$ cat config.mk
export PLATFORM = sky130hd
export DESIGN_NAME = afesc_dev_flat
export DESIGN_NICKNAME = d
export VERILOG_FILES = /design/src/afesc_pkg.sv /design/src/afesc_if.sv /design/src/afesc_dev.sv /design/src/flat_wrapper.sv
export SDC_FILE = /design/constraint.sdc
export NUM_CORES = 1
export LEC_CHECK = 0
export BUFFER_PORTS_ARGS = -buffer_cell sky130_fd_sc_hd__buf_2
export CAP_MARGIN = 20
export CORE_MARGIN = 2
export CORE_UTILIZATION = 23
export DETAILED_ROUTE_END_ITERATION = 6
export GPL_ROUTABILITY_DRIVEN = 0
export PLACE_DENSITY = 0.37
export SLEW_MARGIN = 20
export SYNTH_ARGS = -nofsm -noshare
export SYNTH_HDL_FRONTEND = slang
export SYNTH_SLANG_ARGS = --single-unit
$ cat constraint.sdc
create_clock -name hclk -period 2.5 [get_ports hclk]
set_clock_uncertainty 0.15 [all_clocks]
set_input_delay 0.5 -clock hclk [delete_from_list [all_inputs] [get_ports hclk]]
set_output_delay 0.5 -clock hclk [all_outputs]
set_load 0.02 [all_outputs]
$ cat src/afesc_pkg.sv
// shared constants for the front-end serial control link
package afesc_pkg;
  // serial word layout, test flag shifted first
  localparam int WORD_BITS   = 16;
  localparam int TEST_BIT    = 15;
  localparam int ADDR_MSB    = 14;
  localparam int ADDR_LSB    = 12;
  localparam int DATA_MSB    = 11;
  // register addresses on the serial word
  localparam logic [2:0] ADDR_MODE   = 3'h0;
  localparam logic [2:0] ADDR_GAIN   = 3'h1;
  localparam logic [2:0] ADDR_PED    = 3'h2;
  localparam logic [2:0] ADDR_POL    = 3'h3;
  localparam logic [2:0] ADDR_DAC_A  = 3'h4;
  localparam logic [2:0] ADDR_DAC_B  = 3'h5;
  // defaults
  localparam logic [2:0] MODE_RST    = 3'h0;
  localparam logic [9:0] GAIN_RST    = 10'h080;
  localparam logic [3:0] PED_RST     = 4'h8;
  localparam logic [2:0] POL_RST     = 3'h0;
  localparam logic [7:0] DAC_RST     = 8'h00;
  // field positions
  localparam int MODE_CHIP_SB  = 0;
  localparam int MODE_DACA_SB  = 1;
  localparam int MODE_DACB_SB  = 2;
  localparam int POL_DUMMY     = 0;
  localparam int POL_BLACK     = 1;
  localparam int POL_SAMPLE    = 2;
  // conversion-clock edges from latch to register update
  localparam logic [2:0] UPDATE_EDGES = 3'h5;
  // clock half periods in ns, rounded up to hclk cycles
  localparam int HCLK_NS        = 10;
  localparam int SCLK_HALF_NS   = 60;
  localparam int SCLK_HALF_CYC  = (SCLK_HALF_NS + HCLK_NS - 1) / HCLK_NS;
  localparam int CONV_HALF_NS   = 40;
  localparam int CONV_HALF_CYC  = (CONV_HALF_NS + HCLK_NS - 1) / HCLK_NS;
  // controller register offsets and fields
  localparam logic [3:0] OFF_WORD   = 4'h0;
  localparam logic [3:0] OFF_STATUS = 4'h4;
  localparam logic [3:0] OFF_PINS   = 4'h8;
  localparam int PIN_RESET   = 0;
  localparam int PIN_BLACK   = 1;
  localparam int PIN_DUMMY   = 2;
  localparam int PIN_REFS    = 3;
  localparam int PIN_DATAS   = 4;
  localparam int PIN_PREBLANK_INPUT_N  = 5;
  localparam int PIN_BITS    = 6;
  localparam logic [5:0] PINS_RST = 6'h3e;
endpackage

$ cat src/afesc_if.sv
// link between the camera controller and the front end
`timescale 1ns/1ns
`default_nettype none
interface afesc_if;
  logic       serial_load_strobe;
  logic       serial_clock;
  logic       serial_data_in;
  logic       afe_reset_n;
  logic       conversion_clock;
  logic       reference_sample_pulse;
  logic       data_sample_pulse;
  logic       black_clamp_pulse;
  logic       dummy_clamp_pulse;
  logic       preblank_input;
  logic [9:0] afe_data;
  modport ctrl (
    output serial_load_strobe, serial_clock, serial_data_in, afe_reset_n,
    output conversion_clock, reference_sample_pulse, data_sample_pulse,
    output black_clamp_pulse, dummy_clamp_pulse, preblank_input,
    input  afe_data
  );
  modport dev (
    input  serial_load_strobe, serial_clock, serial_data_in, afe_reset_n,
    input  conversion_clock, reference_sample_pulse, data_sample_pulse,
    input  black_clamp_pulse, dummy_clamp_pulse, preblank_input,
    output afe_data
  );
endinterface
`default_nettype wire

$ cat src/afesc_dev.sv
// front-end end: serial port, feature registers, pulse masking
//
// The AHB-Lite interface to the registers is this design's own decision.
`timescale 1ns/1ns
`default_nettype none
module afesc_dev (
  input  wire logic       hclk,
  input  wire logic       hresetn,
  afesc_if.dev            link,
  input  wire logic [9:0] adc_code,
  output logic      [2:0] operating_mode,
  output logic      [9:0] amplifier_gain,
  output logic      [3:0] black_pedestal_level,
  output logic      [5:0] pedestal_lsb,
  output logic      [2:0] pulse_polarity,
  output logic      [7:0] aux_dac_a_code,
  output logic      [7:0] aux_dac_b_code,
  output logic            chip_standby,
  output logic            dac_a_standby,
  output logic            dac_b_standby,
  output logic            conv_clock_gated,
  output logic            ref_sample_gated,
  output logic            data_sample_gated,
  output logic            black_clamp_gated,
  output logic            dummy_clamp_gated,
  output logic            ref_sample_active,
  output logic            data_sample_active,
  output logic            black_loop_close,
  output logic            input_clamp_close
);
  localparam int NSYNC = 10;
  logic [NSYNC-1:0] sync1_reg;
  logic [NSYNC-1:0] sync2_reg;
  logic [NSYNC-1:0] pin_in;
  logic             load_s;
  logic             sclk_s;
  logic             serial_data_in_s;
  logic             rst_n_s;
  logic             conv_s;
  logic             load_prev_reg;
  logic             sclk_prev_reg;
  logic             conv_prev_reg;
  logic             sclk_rise;
  logic             load_rise;
  logic             load_fall;
  logic             conv_rise;
  logic [15:0]      shift_reg;
  logic [4:0]       bit_cnt_reg;
  logic [15:0]      latch_reg;
  logic             pending_reg;
  logic [2:0]       edge_cnt_reg;
  logic             apply;
  logic [2:0]       waddr;
  logic [9:0]       data_out_reg;
  logic             masked_ref;
  logic             masked_dat;
  logic             masked_blk;
  logic             masked_dum;

  assign pin_in = {link.preblank_input, link.dummy_clamp_pulse,
                   link.black_clamp_pulse, link.data_sample_pulse,
                   link.reference_sample_pulse, link.conversion_clock,
                   link.afe_reset_n, link.serial_data_in,
                   link.serial_clock, link.serial_load_strobe};

  // first stage feeds only the second
  always_ff @(posedge hclk or negedge hresetn) begin
    if (!hresetn) begin
      sync1_reg <= 10'h01f;
      sync2_reg <= 10'h01f;
    end else begin
      sync1_reg <= pin_in;
      sync2_reg <= sync1_reg;
    end
  end

  assign load_s  = sync2_reg[0];
  assign sclk_s  = sync2_reg[1];
  assign serial_data_in_s = sync2_reg[2];
  assign rst_n_s = sync2_reg[3];
  assign conv_s  = sync2_reg[4];

  always_ff @(posedge hclk or negedge hresetn) begin
    if (!hresetn) begin
      load_prev_reg <= 1'b1;
      sclk_prev_reg <= 1'b1;
      conv_prev_reg <= 1'b1;
    end else begin
      load_prev_reg <= load_s;
      sclk_prev_reg <= sclk_s;
      conv_prev_reg <= conv_s;
    end
  end

  assign sclk_rise = sclk_s & ~sclk_prev_reg;
  assign load_rise = load_s & ~load_prev_reg;
  assign load_fall = ~load_s & load_prev_reg;
  assign conv_rise = conv_s & ~conv_prev_reg;

  // shift msb first so the test flag lands on top
  always_ff @(posedge hclk or negedge hresetn) begin
    if (!hresetn) begin
      shift_reg   <= 16'h0000;
      bit_cnt_reg <= 5'h00;
    end else if (load_fall) begin
      bit_cnt_reg <= 5'h00;
    end else if (!load_s && sclk_rise) begin
      shift_reg <= {shift_reg[14:0], serial_data_in_s};
      if (bit_cnt_reg != 5'h1f) begin
        bit_cnt_reg <= bit_cnt_reg + 5'h01;
      end
    end
  end

  // short or long frames are dropped, never half applied
  always_ff @(posedge hclk or negedge hresetn) begin
    if (!hresetn) begin
      latch_reg    <= 16'h0000;
      pending_reg  <= 1'b0;
      edge_cnt_reg <= 3'h0;
    end else if (load_rise && bit_cnt_reg == 5'h10) begin
      latch_reg    <= shift_reg;
      pending_reg  <= 1'b1;
      edge_cnt_reg <= 3'h0;
    end else if (pending_reg && conv_rise) begin
      edge_cnt_reg <= edge_cnt_reg + 3'h1;
      if (edge_cnt_reg == afesc_pkg::UPDATE_EDGES - 3'h1) begin
        pending_reg <= 1'b0;
      end
    end
  end

  // sync delay under one conversion period keeps this at 5 or 6
  assign apply = pending_reg && conv_rise &&
                 edge_cnt_reg == afesc_pkg::UPDATE_EDGES - 3'h1;
  assign waddr = latch_reg[afesc_pkg::ADDR_MSB:afesc_pkg::ADDR_LSB];

  // writes go through regardless of standby
  always_ff @(posedge hclk or negedge hresetn) begin
    if (!hresetn) begin
      operating_mode       <= afesc_pkg::MODE_RST;
      amplifier_gain       <= afesc_pkg::GAIN_RST;
      black_pedestal_level <= afesc_pkg::PED_RST;
      pulse_polarity       <= afesc_pkg::POL_RST;
      aux_dac_a_code       <= afesc_pkg::DAC_RST;
      aux_dac_b_code       <= afesc_pkg::DAC_RST;
    end else if (!rst_n_s) begin
      operating_mode       <= afesc_pkg::MODE_RST;
      amplifier_gain       <= afesc_pkg::GAIN_RST;
      black_pedestal_level <= afesc_pkg::PED_RST;
      pulse_polarity       <= afesc_pkg::POL_RST;
      aux_dac_a_code       <= afesc_pkg::DAC_RST;
      aux_dac_b_code       <= afesc_pkg::DAC_RST;
    end else if (apply && !latch_reg[afesc_pkg::TEST_BIT]) begin
      unique case (waddr)
        afesc_pkg::ADDR_MODE:  operating_mode       <= latch_reg[2:0];
        afesc_pkg::ADDR_GAIN:  amplifier_gain       <= latch_reg[9:0];
        afesc_pkg::ADDR_PED:   black_pedestal_level <= latch_reg[3:0];
        afesc_pkg::ADDR_POL:   pulse_polarity       <= latch_reg[2:0];
        afesc_pkg::ADDR_DAC_A: aux_dac_a_code       <= latch_reg[7:0];
        afesc_pkg::ADDR_DAC_B: aux_dac_b_code       <= latch_reg[7:0];
        default: begin
        end
      endcase
    end
  end

  assign pedestal_lsb  = {black_pedestal_level, 2'b00};
  assign chip_standby  = operating_mode[afesc_pkg::MODE_CHIP_SB];
  assign dac_a_standby = operating_mode[afesc_pkg::MODE_DACA_SB];
  assign dac_b_standby = operating_mode[afesc_pkg::MODE_DACB_SB];

  // masked pins are held high in standby
  assign conv_clock_gated  = chip_standby | conv_s;
  assign masked_ref        = chip_standby | sync2_reg[5];
  assign masked_dat        = chip_standby | sync2_reg[6];
  assign masked_blk        = chip_standby | sync2_reg[7];
  assign masked_dum        = chip_standby | sync2_reg[8];
  assign ref_sample_gated  = masked_ref;
  assign data_sample_gated = masked_dat;
  assign black_clamp_gated = masked_blk;
  assign dummy_clamp_gated = masked_dum;

  // polarity bit equals the active level
  assign ref_sample_active  = !chip_standby &&
    (masked_ref == pulse_polarity[afesc_pkg::POL_SAMPLE]);
  assign data_sample_active = !chip_standby &&
    (masked_dat == pulse_polarity[afesc_pkg::POL_SAMPLE]);
  assign black_loop_close   = !chip_standby &&
    (masked_blk == pulse_polarity[afesc_pkg::POL_BLACK]);
  assign input_clamp_close  = ref_sample_active && !chip_standby &&
    (masked_dum == pulse_polarity[afesc_pkg::POL_DUMMY]);

  // output word moves on a conversion clock rise, and clears at once in standby
  always_ff @(posedge hclk or negedge hresetn) begin
    if (!hresetn) begin
      data_out_reg <= 10'h000;
    end else if (chip_standby) begin
      data_out_reg <= 10'h000;
    end else if (conv_rise) begin
      data_out_reg <= sync2_reg[9] ? adc_code : 10'h000;
    end
  end

  assign link.afe_data = data_out_reg;
endmodule
`default_nettype wire

$ cat src/flat_wrapper.sv
// flat-port wrapper written by rule: the top's interface ports become plain ports
module afesc_dev_flat 
  (hclk, hresetn, adc_code, operating_mode, amplifier_gain, black_pedestal_level, pedestal_lsb, pulse_polarity, aux_dac_a_code, aux_dac_b_code, chip_standby, dac_a_standby, dac_b_standby, conv_clock_gated, ref_sample_gated, data_sample_gated, black_clamp_gated, dummy_clamp_gated, ref_sample_active, data_sample_active, black_loop_close, input_clamp_close, link_serial_load_strobe, link_serial_clock, link_serial_data_in, link_afe_reset_n, link_conversion_clock, link_reference_sample_pulse, link_data_sample_pulse, link_black_clamp_pulse, link_dummy_clamp_pulse, link_preblank_input, link_afe_data);
  afesc_if link_i ();
  input  wire logic hclk;
  input  wire logic hresetn;
  input  wire logic [9:0] adc_code;
  output logic      [2:0] operating_mode;
  output logic      [9:0] amplifier_gain;
  output logic      [3:0] black_pedestal_level;
  output logic      [5:0] pedestal_lsb;
  output logic      [2:0] pulse_polarity;
  output logic      [7:0] aux_dac_a_code;
  output logic      [7:0] aux_dac_b_code;
  output logic chip_standby;
  output logic dac_a_standby;
  output logic dac_b_standby;
  output logic conv_clock_gated;
  output logic ref_sample_gated;
  output logic data_sample_gated;
  output logic black_clamp_gated;
  output logic dummy_clamp_gated;
  output logic ref_sample_active;
  output logic data_sample_active;
  output logic black_loop_close;
  output logic input_clamp_close;
  input wire logic [$bits(link_i.serial_load_strobe)-1:0] link_serial_load_strobe;
  input wire logic [$bits(link_i.serial_clock)-1:0] link_serial_clock;
  input wire logic [$bits(link_i.serial_data_in)-1:0] link_serial_data_in;
  input wire logic [$bits(link_i.afe_reset_n)-1:0] link_afe_reset_n;
  input wire logic [$bits(link_i.conversion_clock)-1:0] link_conversion_clock;
  input wire logic [$bits(link_i.reference_sample_pulse)-1:0] link_reference_sample_pulse;
  input wire logic [$bits(link_i.data_sample_pulse)-1:0] link_data_sample_pulse;
  input wire logic [$bits(link_i.black_clamp_pulse)-1:0] link_black_clamp_pulse;
  input wire logic [$bits(link_i.dummy_clamp_pulse)-1:0] link_dummy_clamp_pulse;
  input wire logic [$bits(link_i.preblank_input)-1:0] link_preblank_input;
  output wire logic [$bits(link_i.afe_data)-1:0] link_afe_data;
  assign link_i.serial_load_strobe = link_serial_load_strobe;
  assign link_i.serial_clock = link_serial_clock;
  assign link_i.serial_data_in = link_serial_data_in;
  assign link_i.afe_reset_n = link_afe_reset_n;
  assign link_i.conversion_clock = link_conversion_clock;
  assign link_i.reference_sample_pulse = link_reference_sample_pulse;
  assign link_i.data_sample_pulse = link_data_sample_pulse;
  assign link_i.black_clamp_pulse = link_black_clamp_pulse;
  assign link_i.dummy_clamp_pulse = link_dummy_clamp_pulse;
  assign link_i.preblank_input = link_preblank_input;
  assign link_afe_data = link_i.afe_data;
  afesc_dev u_core (.hclk(hclk), .hresetn(hresetn), .link(link_i), .adc_code(adc_code), .operating_mode(operating_mode), .amplifier_gain(amplifier_gain), .black_pedestal_level(black_pedestal_level), .pedestal_lsb(pedestal_lsb), .pulse_polarity(pulse_polarity), .aux_dac_a_code(aux_dac_a_code), .aux_dac_b_code(aux_dac_b_code), .chip_standby(chip_standby), .dac_a_standby(dac_a_standby), .dac_b_standby(dac_b_standby), .conv_clock_gated(conv_clock_gated), .ref_sample_gated(ref_sample_gated), .data_sample_gated(data_sample_gated), .black_clamp_gated(black_clamp_gated), .dummy_clamp_gated(dummy_clamp_gated), .ref_sample_active(ref_sample_active), .data_sample_active(data_sample_active), .black_loop_close(black_loop_close), .input_clamp_close(input_clamp_close));
endmodule
## Word-level counts from Yosys, hierarchy flattened

Index checks and enable logic that the tools add are counted.
W data, S select, Z words.

| operators by class | value |
|---|---|
| add/subtract/negate cells | 2 |
| mux-type cells | 29 |
| bitwise logic cells | 14 |
| reductions and logical operators | 28 |
| equality and inequality tests | 19 |

Operators with widths:

| operator | number |
|---|---|
| $mux W10 | 6 |
| $mux W8 | 6 |
| $mux W3 | 8 |
| $reduce_and A2 Y1 | 9 |
| $mux W5 | 3 |
| $ne A2 B2 Y1 const B | 7 |
| $mux W4 | 3 |
| $logic_and A1 B1 Y1 | 10 |
| $reduce_bool A2 Y1 | 5 |
| $eq A3 B3 Y1 const B | 3 |
| $eq A3 B2 Y1 const B | 2 |
| $add A5 B1 Y5 const B | 1 |
| $eq A5 B5 Y1 const B | 1 |
| $ne A5 B5 Y1 const B | 1 |
| $not A1 Y1 | 5 |
| $or A1 B1 Y1 | 5 |
| $and A1 B1 Y1 | 4 |
| $eq A1 B1 Y1 | 4 |
| $add A3 B1 Y3 const B | 1 |
| $eq A3 B1 Y1 const B | 1 |
| $logic_not A1 Y1 | 3 |
| $logic_not A3 Y1 | 1 |
| $mux W1 | 3 |

| word-level totals | value |
|---|---|
| bits in registers | 110 |
| word-level logic and storage cells | 109 |
| output and inout bits | 64 |
| input port bits | 22 |

## Depth between registers and ports, before layout

| depth | value |
|---|---|
| word-level depth | 7 |
| gate-level depth with buffers | 7 |

## Worst setup path before layout

Ideal clock, no wire load.

| path | value |
|---|---|
| path kind | register -> register |
| from | reg u_core.bit_cnt_reg[0] |
| to | reg u_core.bit_cnt_reg[2] |
| required time | 2.230 ns |
| arrival | 1.719 ns |
| stages on the path, launching flop included | 7 |
| setup slack | 0.511 ns |
| buffers on the path | 0 |
| period minus slack after synthesis | 1.989 ns |
| path through | dfrtp_1 > ha_1 > and3_1 > ha_1 > nor4b_4 > a211oi_1 > a31o_2 |

| between the ends | value |
|---|---|
| cells in the longest elaborated chain, start to end | 4 |
| elaborated cells between the ends (all ways) | 7 |

RTL lines:

| element | line | RTL |
|---|---|---|
| from (decl) | afesc_dev.sv:48 | `logic [4:0] bit_cnt_reg;` |
| from (signal assigned) | afesc_dev.sv:110 | `bit_cnt_reg <= bit_cnt_reg + 5'h01;` |
| $add A5 B1 Y5 | afesc_dev.sv:110 |  |
| $mux W5 | afesc_dev.sv:109 | `if (bit_cnt_reg != 5'h1f) begin` |
| $mux W5 | afesc_dev.sv:107 | `end else if (!load_s && sclk_rise) begin` |
| $mux W5 | afesc_dev.sv:105 | `end else if (load_fall) begin` |

Several ways; a longest one is shown, not always the timed one. The select of a mux whose other input is x is not followed.
A chain may end at the register's enable or synchronous reset.

## Final worst setup path

Same ends and word-level chain as after synthesis.

==> impl_metrics.ini <==
[worst_setup_path]
start_kind = flip-flop
cp.required_ps = 2590
worst_ep_arrival_time_ps = 2220
path_max_fanout = 7
r2r_setup_slack_ps = 370
worst_setup_path_end_kind = flip-flop
r2r_cells = 6
critPathKind = reg2reg

[yosys]
synthArstFlopShare = 1.00
synth-edff-count = 0
syn_area_per_cell_sq_um = 13.6
netlist_area_sq_mm = 0.00441
synth_seq_area_share = 0.617
yosys_most_used_dff = dfrtp_1
syn_inst = 325
ys_ff_latch = 108
synth_top_cells_by_area = dfrtp_1, dfstp_2, mux2i_1
synth_warnings = 0
synth_top_cell_area_share = 0.528
synth_area_leader_cell = dfrtp_1
ys_types = 41

[final_layout]
nets = 431
n_fill_cell = 1910
antenna_cells = 0
fin_cells = 643
drive_gt1_frac = 0.403
seq_area_sq_mm = 0.00272
syn_to_final_growth_pct = 22.7
largest_register_ffs = 16
multi_input_area_sq_mm = 0.00152

[grt]
gr-total-overflow = 0
grt_usage = 0.0949
grt_pass1_vias = 2821
top_usage_layer = met2
grt_max_degree = 109
grt_use_met2 = 0.149
grt_pass1_wl_um = 15100
grtUsageMet3 = 0.0212
antenna_found_initial = 0
met1_usage = 0.127

[place]
place_inst = 627
dp_hpwl_um = 5990
port_buffers = 83

[detailed_routing]
viasPerCell = 4.09
post-route-drc-count = 0
ant_nets = 0
wl_um = 9120
wire_per_inst_um = 14.2
dr.pass1.iters = 3
vias = 2628
drt_iter0_drc = 125

[cts]
cts_buffer_depth = 2
cts_sinks = 108
cts_tree = done
cts_hold_buf = 0
ctsHtreeMaxLevel = 3
post_cts_buffers = 0
root_buffer = clkbuf_16
cts_resized = 0
path_clk_slew_ps = 80
cts-buffers-inserted = 9
insertion_delay_ps = 350

[die]
rows = 50
die_width_um = 142
dieArea_sq_mm = 0.0203
pin_count = 86
die_height_um = 142
start_util = 0.235
core_area_sq_mm = 0.0188

[sta]
rsz0062_at_grt = no
hold_viol = 0
min_period_over_period = 0.851
maxSlewHeadroom = 0.496
fin_setup_tns_ps = 0
slew_viol_final = 0
finalSetupViolations = 0
period_minus_slack_ps = 2130
worst_slew_pin_slew_ps = 756
fmax_mhz = 470

[power_and_ir_drop]
ir_drop_mv = 0.310
powerDensity_mw_per_mm2 = 700
total_leakage_power_uw = 0.00276

[run_status]
status = finished, final reports clean

[min_path]
hp-class = in2async

[flow_run]
cap_violations = 0
## Yosys cell counts, drive strengths merged, types with 3 or more instances
cell     n
dfrtp   93
nand2   46
mux2i   38
mux2    30
buf     15
dfstp   15
a22o    10
clkbuf   9
nor2     9
inv      8
ha       5
nand4b   5
or2      5
xor2     4
nand3    3
xnor2    3
## report_power, final
group          internal, uW  switching, uW  total (uW)
sequential             1830           55.1        1880
clock                  1020            670        1690
combinational          94.0            124         218
total                  2940            849        3790
## metrics by stage
stage	hold slack [ps]	power, uW	area [sq um]	setup slack (ps)	util
floorplan	54.4	2030	4410	511	-
global placement	185	2140	5050	399	0.269
detailed placement	186	2140	5050	379	0.269
CTS	76.8	3860	5410	341	0.288
global route	80.4	3950	5410	271	0.288
finish	42.0	3790	5410	373	0.288
## worst paths after layout
kind	end	start
setup reg to reg	u_core.bit_cnt_reg[2]	u_core.bit_cnt_reg[0]
min in group hclk	u_core.sync1_reg[0]	link_serial_load_strobe
hold / removal	u_core.aux_dac_b_code[5]	hresetn
max in group asynchronous	u_core.pulse_polarity[2]	hresetn
setup / recovery	u_core.bit_cnt_reg[2]	u_core.bit_cnt_reg[0]
hold reg to reg	u_core.sync2_reg[8]	u_core.sync1_reg[8]
## cell families (layout without fill, tap and decap cells)
| group | after synthesis | in the layout | share of synthesized area |
|---|---|---|---|
| buffers and inverters | 32 | 115 | 0.0395 |
| muxes | 68 | 68 | 0.169 |
| AOI/OAI and AO/OA | 17 | 17 | 0.0315 |
| other | 1 | 2 | 0.000851 |
| and+or+nand+nor | 87 | 87 | 0.114 |
| DFF | 108 | 108 | 0.617 |
| xor gates and xnor gates | 7 | 7 | 0.0139 |
| adders and majority gates | 5 | 5 | 0.0142 |
## area by class of cell
class,instances,share of cell area
flip-flops and latches,108,0.503
well taps,234,0.0542
clock inverters,6,0.0215
repair buffers,91,0.0907
inverters,8,0.00555
clock buffers,10,0.0442
multi-input cells,186,0.280
## placed cells by master, fill, tap and decap left out, types with 3 or more instances in the layout
cell type and instances:
ha_1 5, nand4b_1 5, xor2_1 4, mux2_4 7, a22o_1 10, clkbuf_16 9, mux2_2 23, buf_4 8
bufinv_16 3, xnor2_1 3, dfstp_2 15, mux2i_1 38, nand2_1 46, nor2_1 9, buf_2 82, dfrtp_1 93
inv_1 8, or2_2 5
## worst max-delay path, stage by stage, from the launching register on
cell and delay [ps]:
dfrtp_1 410, ha_1 230, and3_1 200, ha_1 210, nor4b_4 440, a211oi_1 140
a31o_2 230
## layer usage
| layer | vias up | routed length (um) |
|---|---|---|
| met2 | 48 | 4220 |
| met1 | 1304 | 4450 |
| met4 | 0 | 176 |
| met3 | 11 | 272 |
| li1 | 1265 | - |
| met5 | - | 0 |
Power figures use the tool's default switching activity.
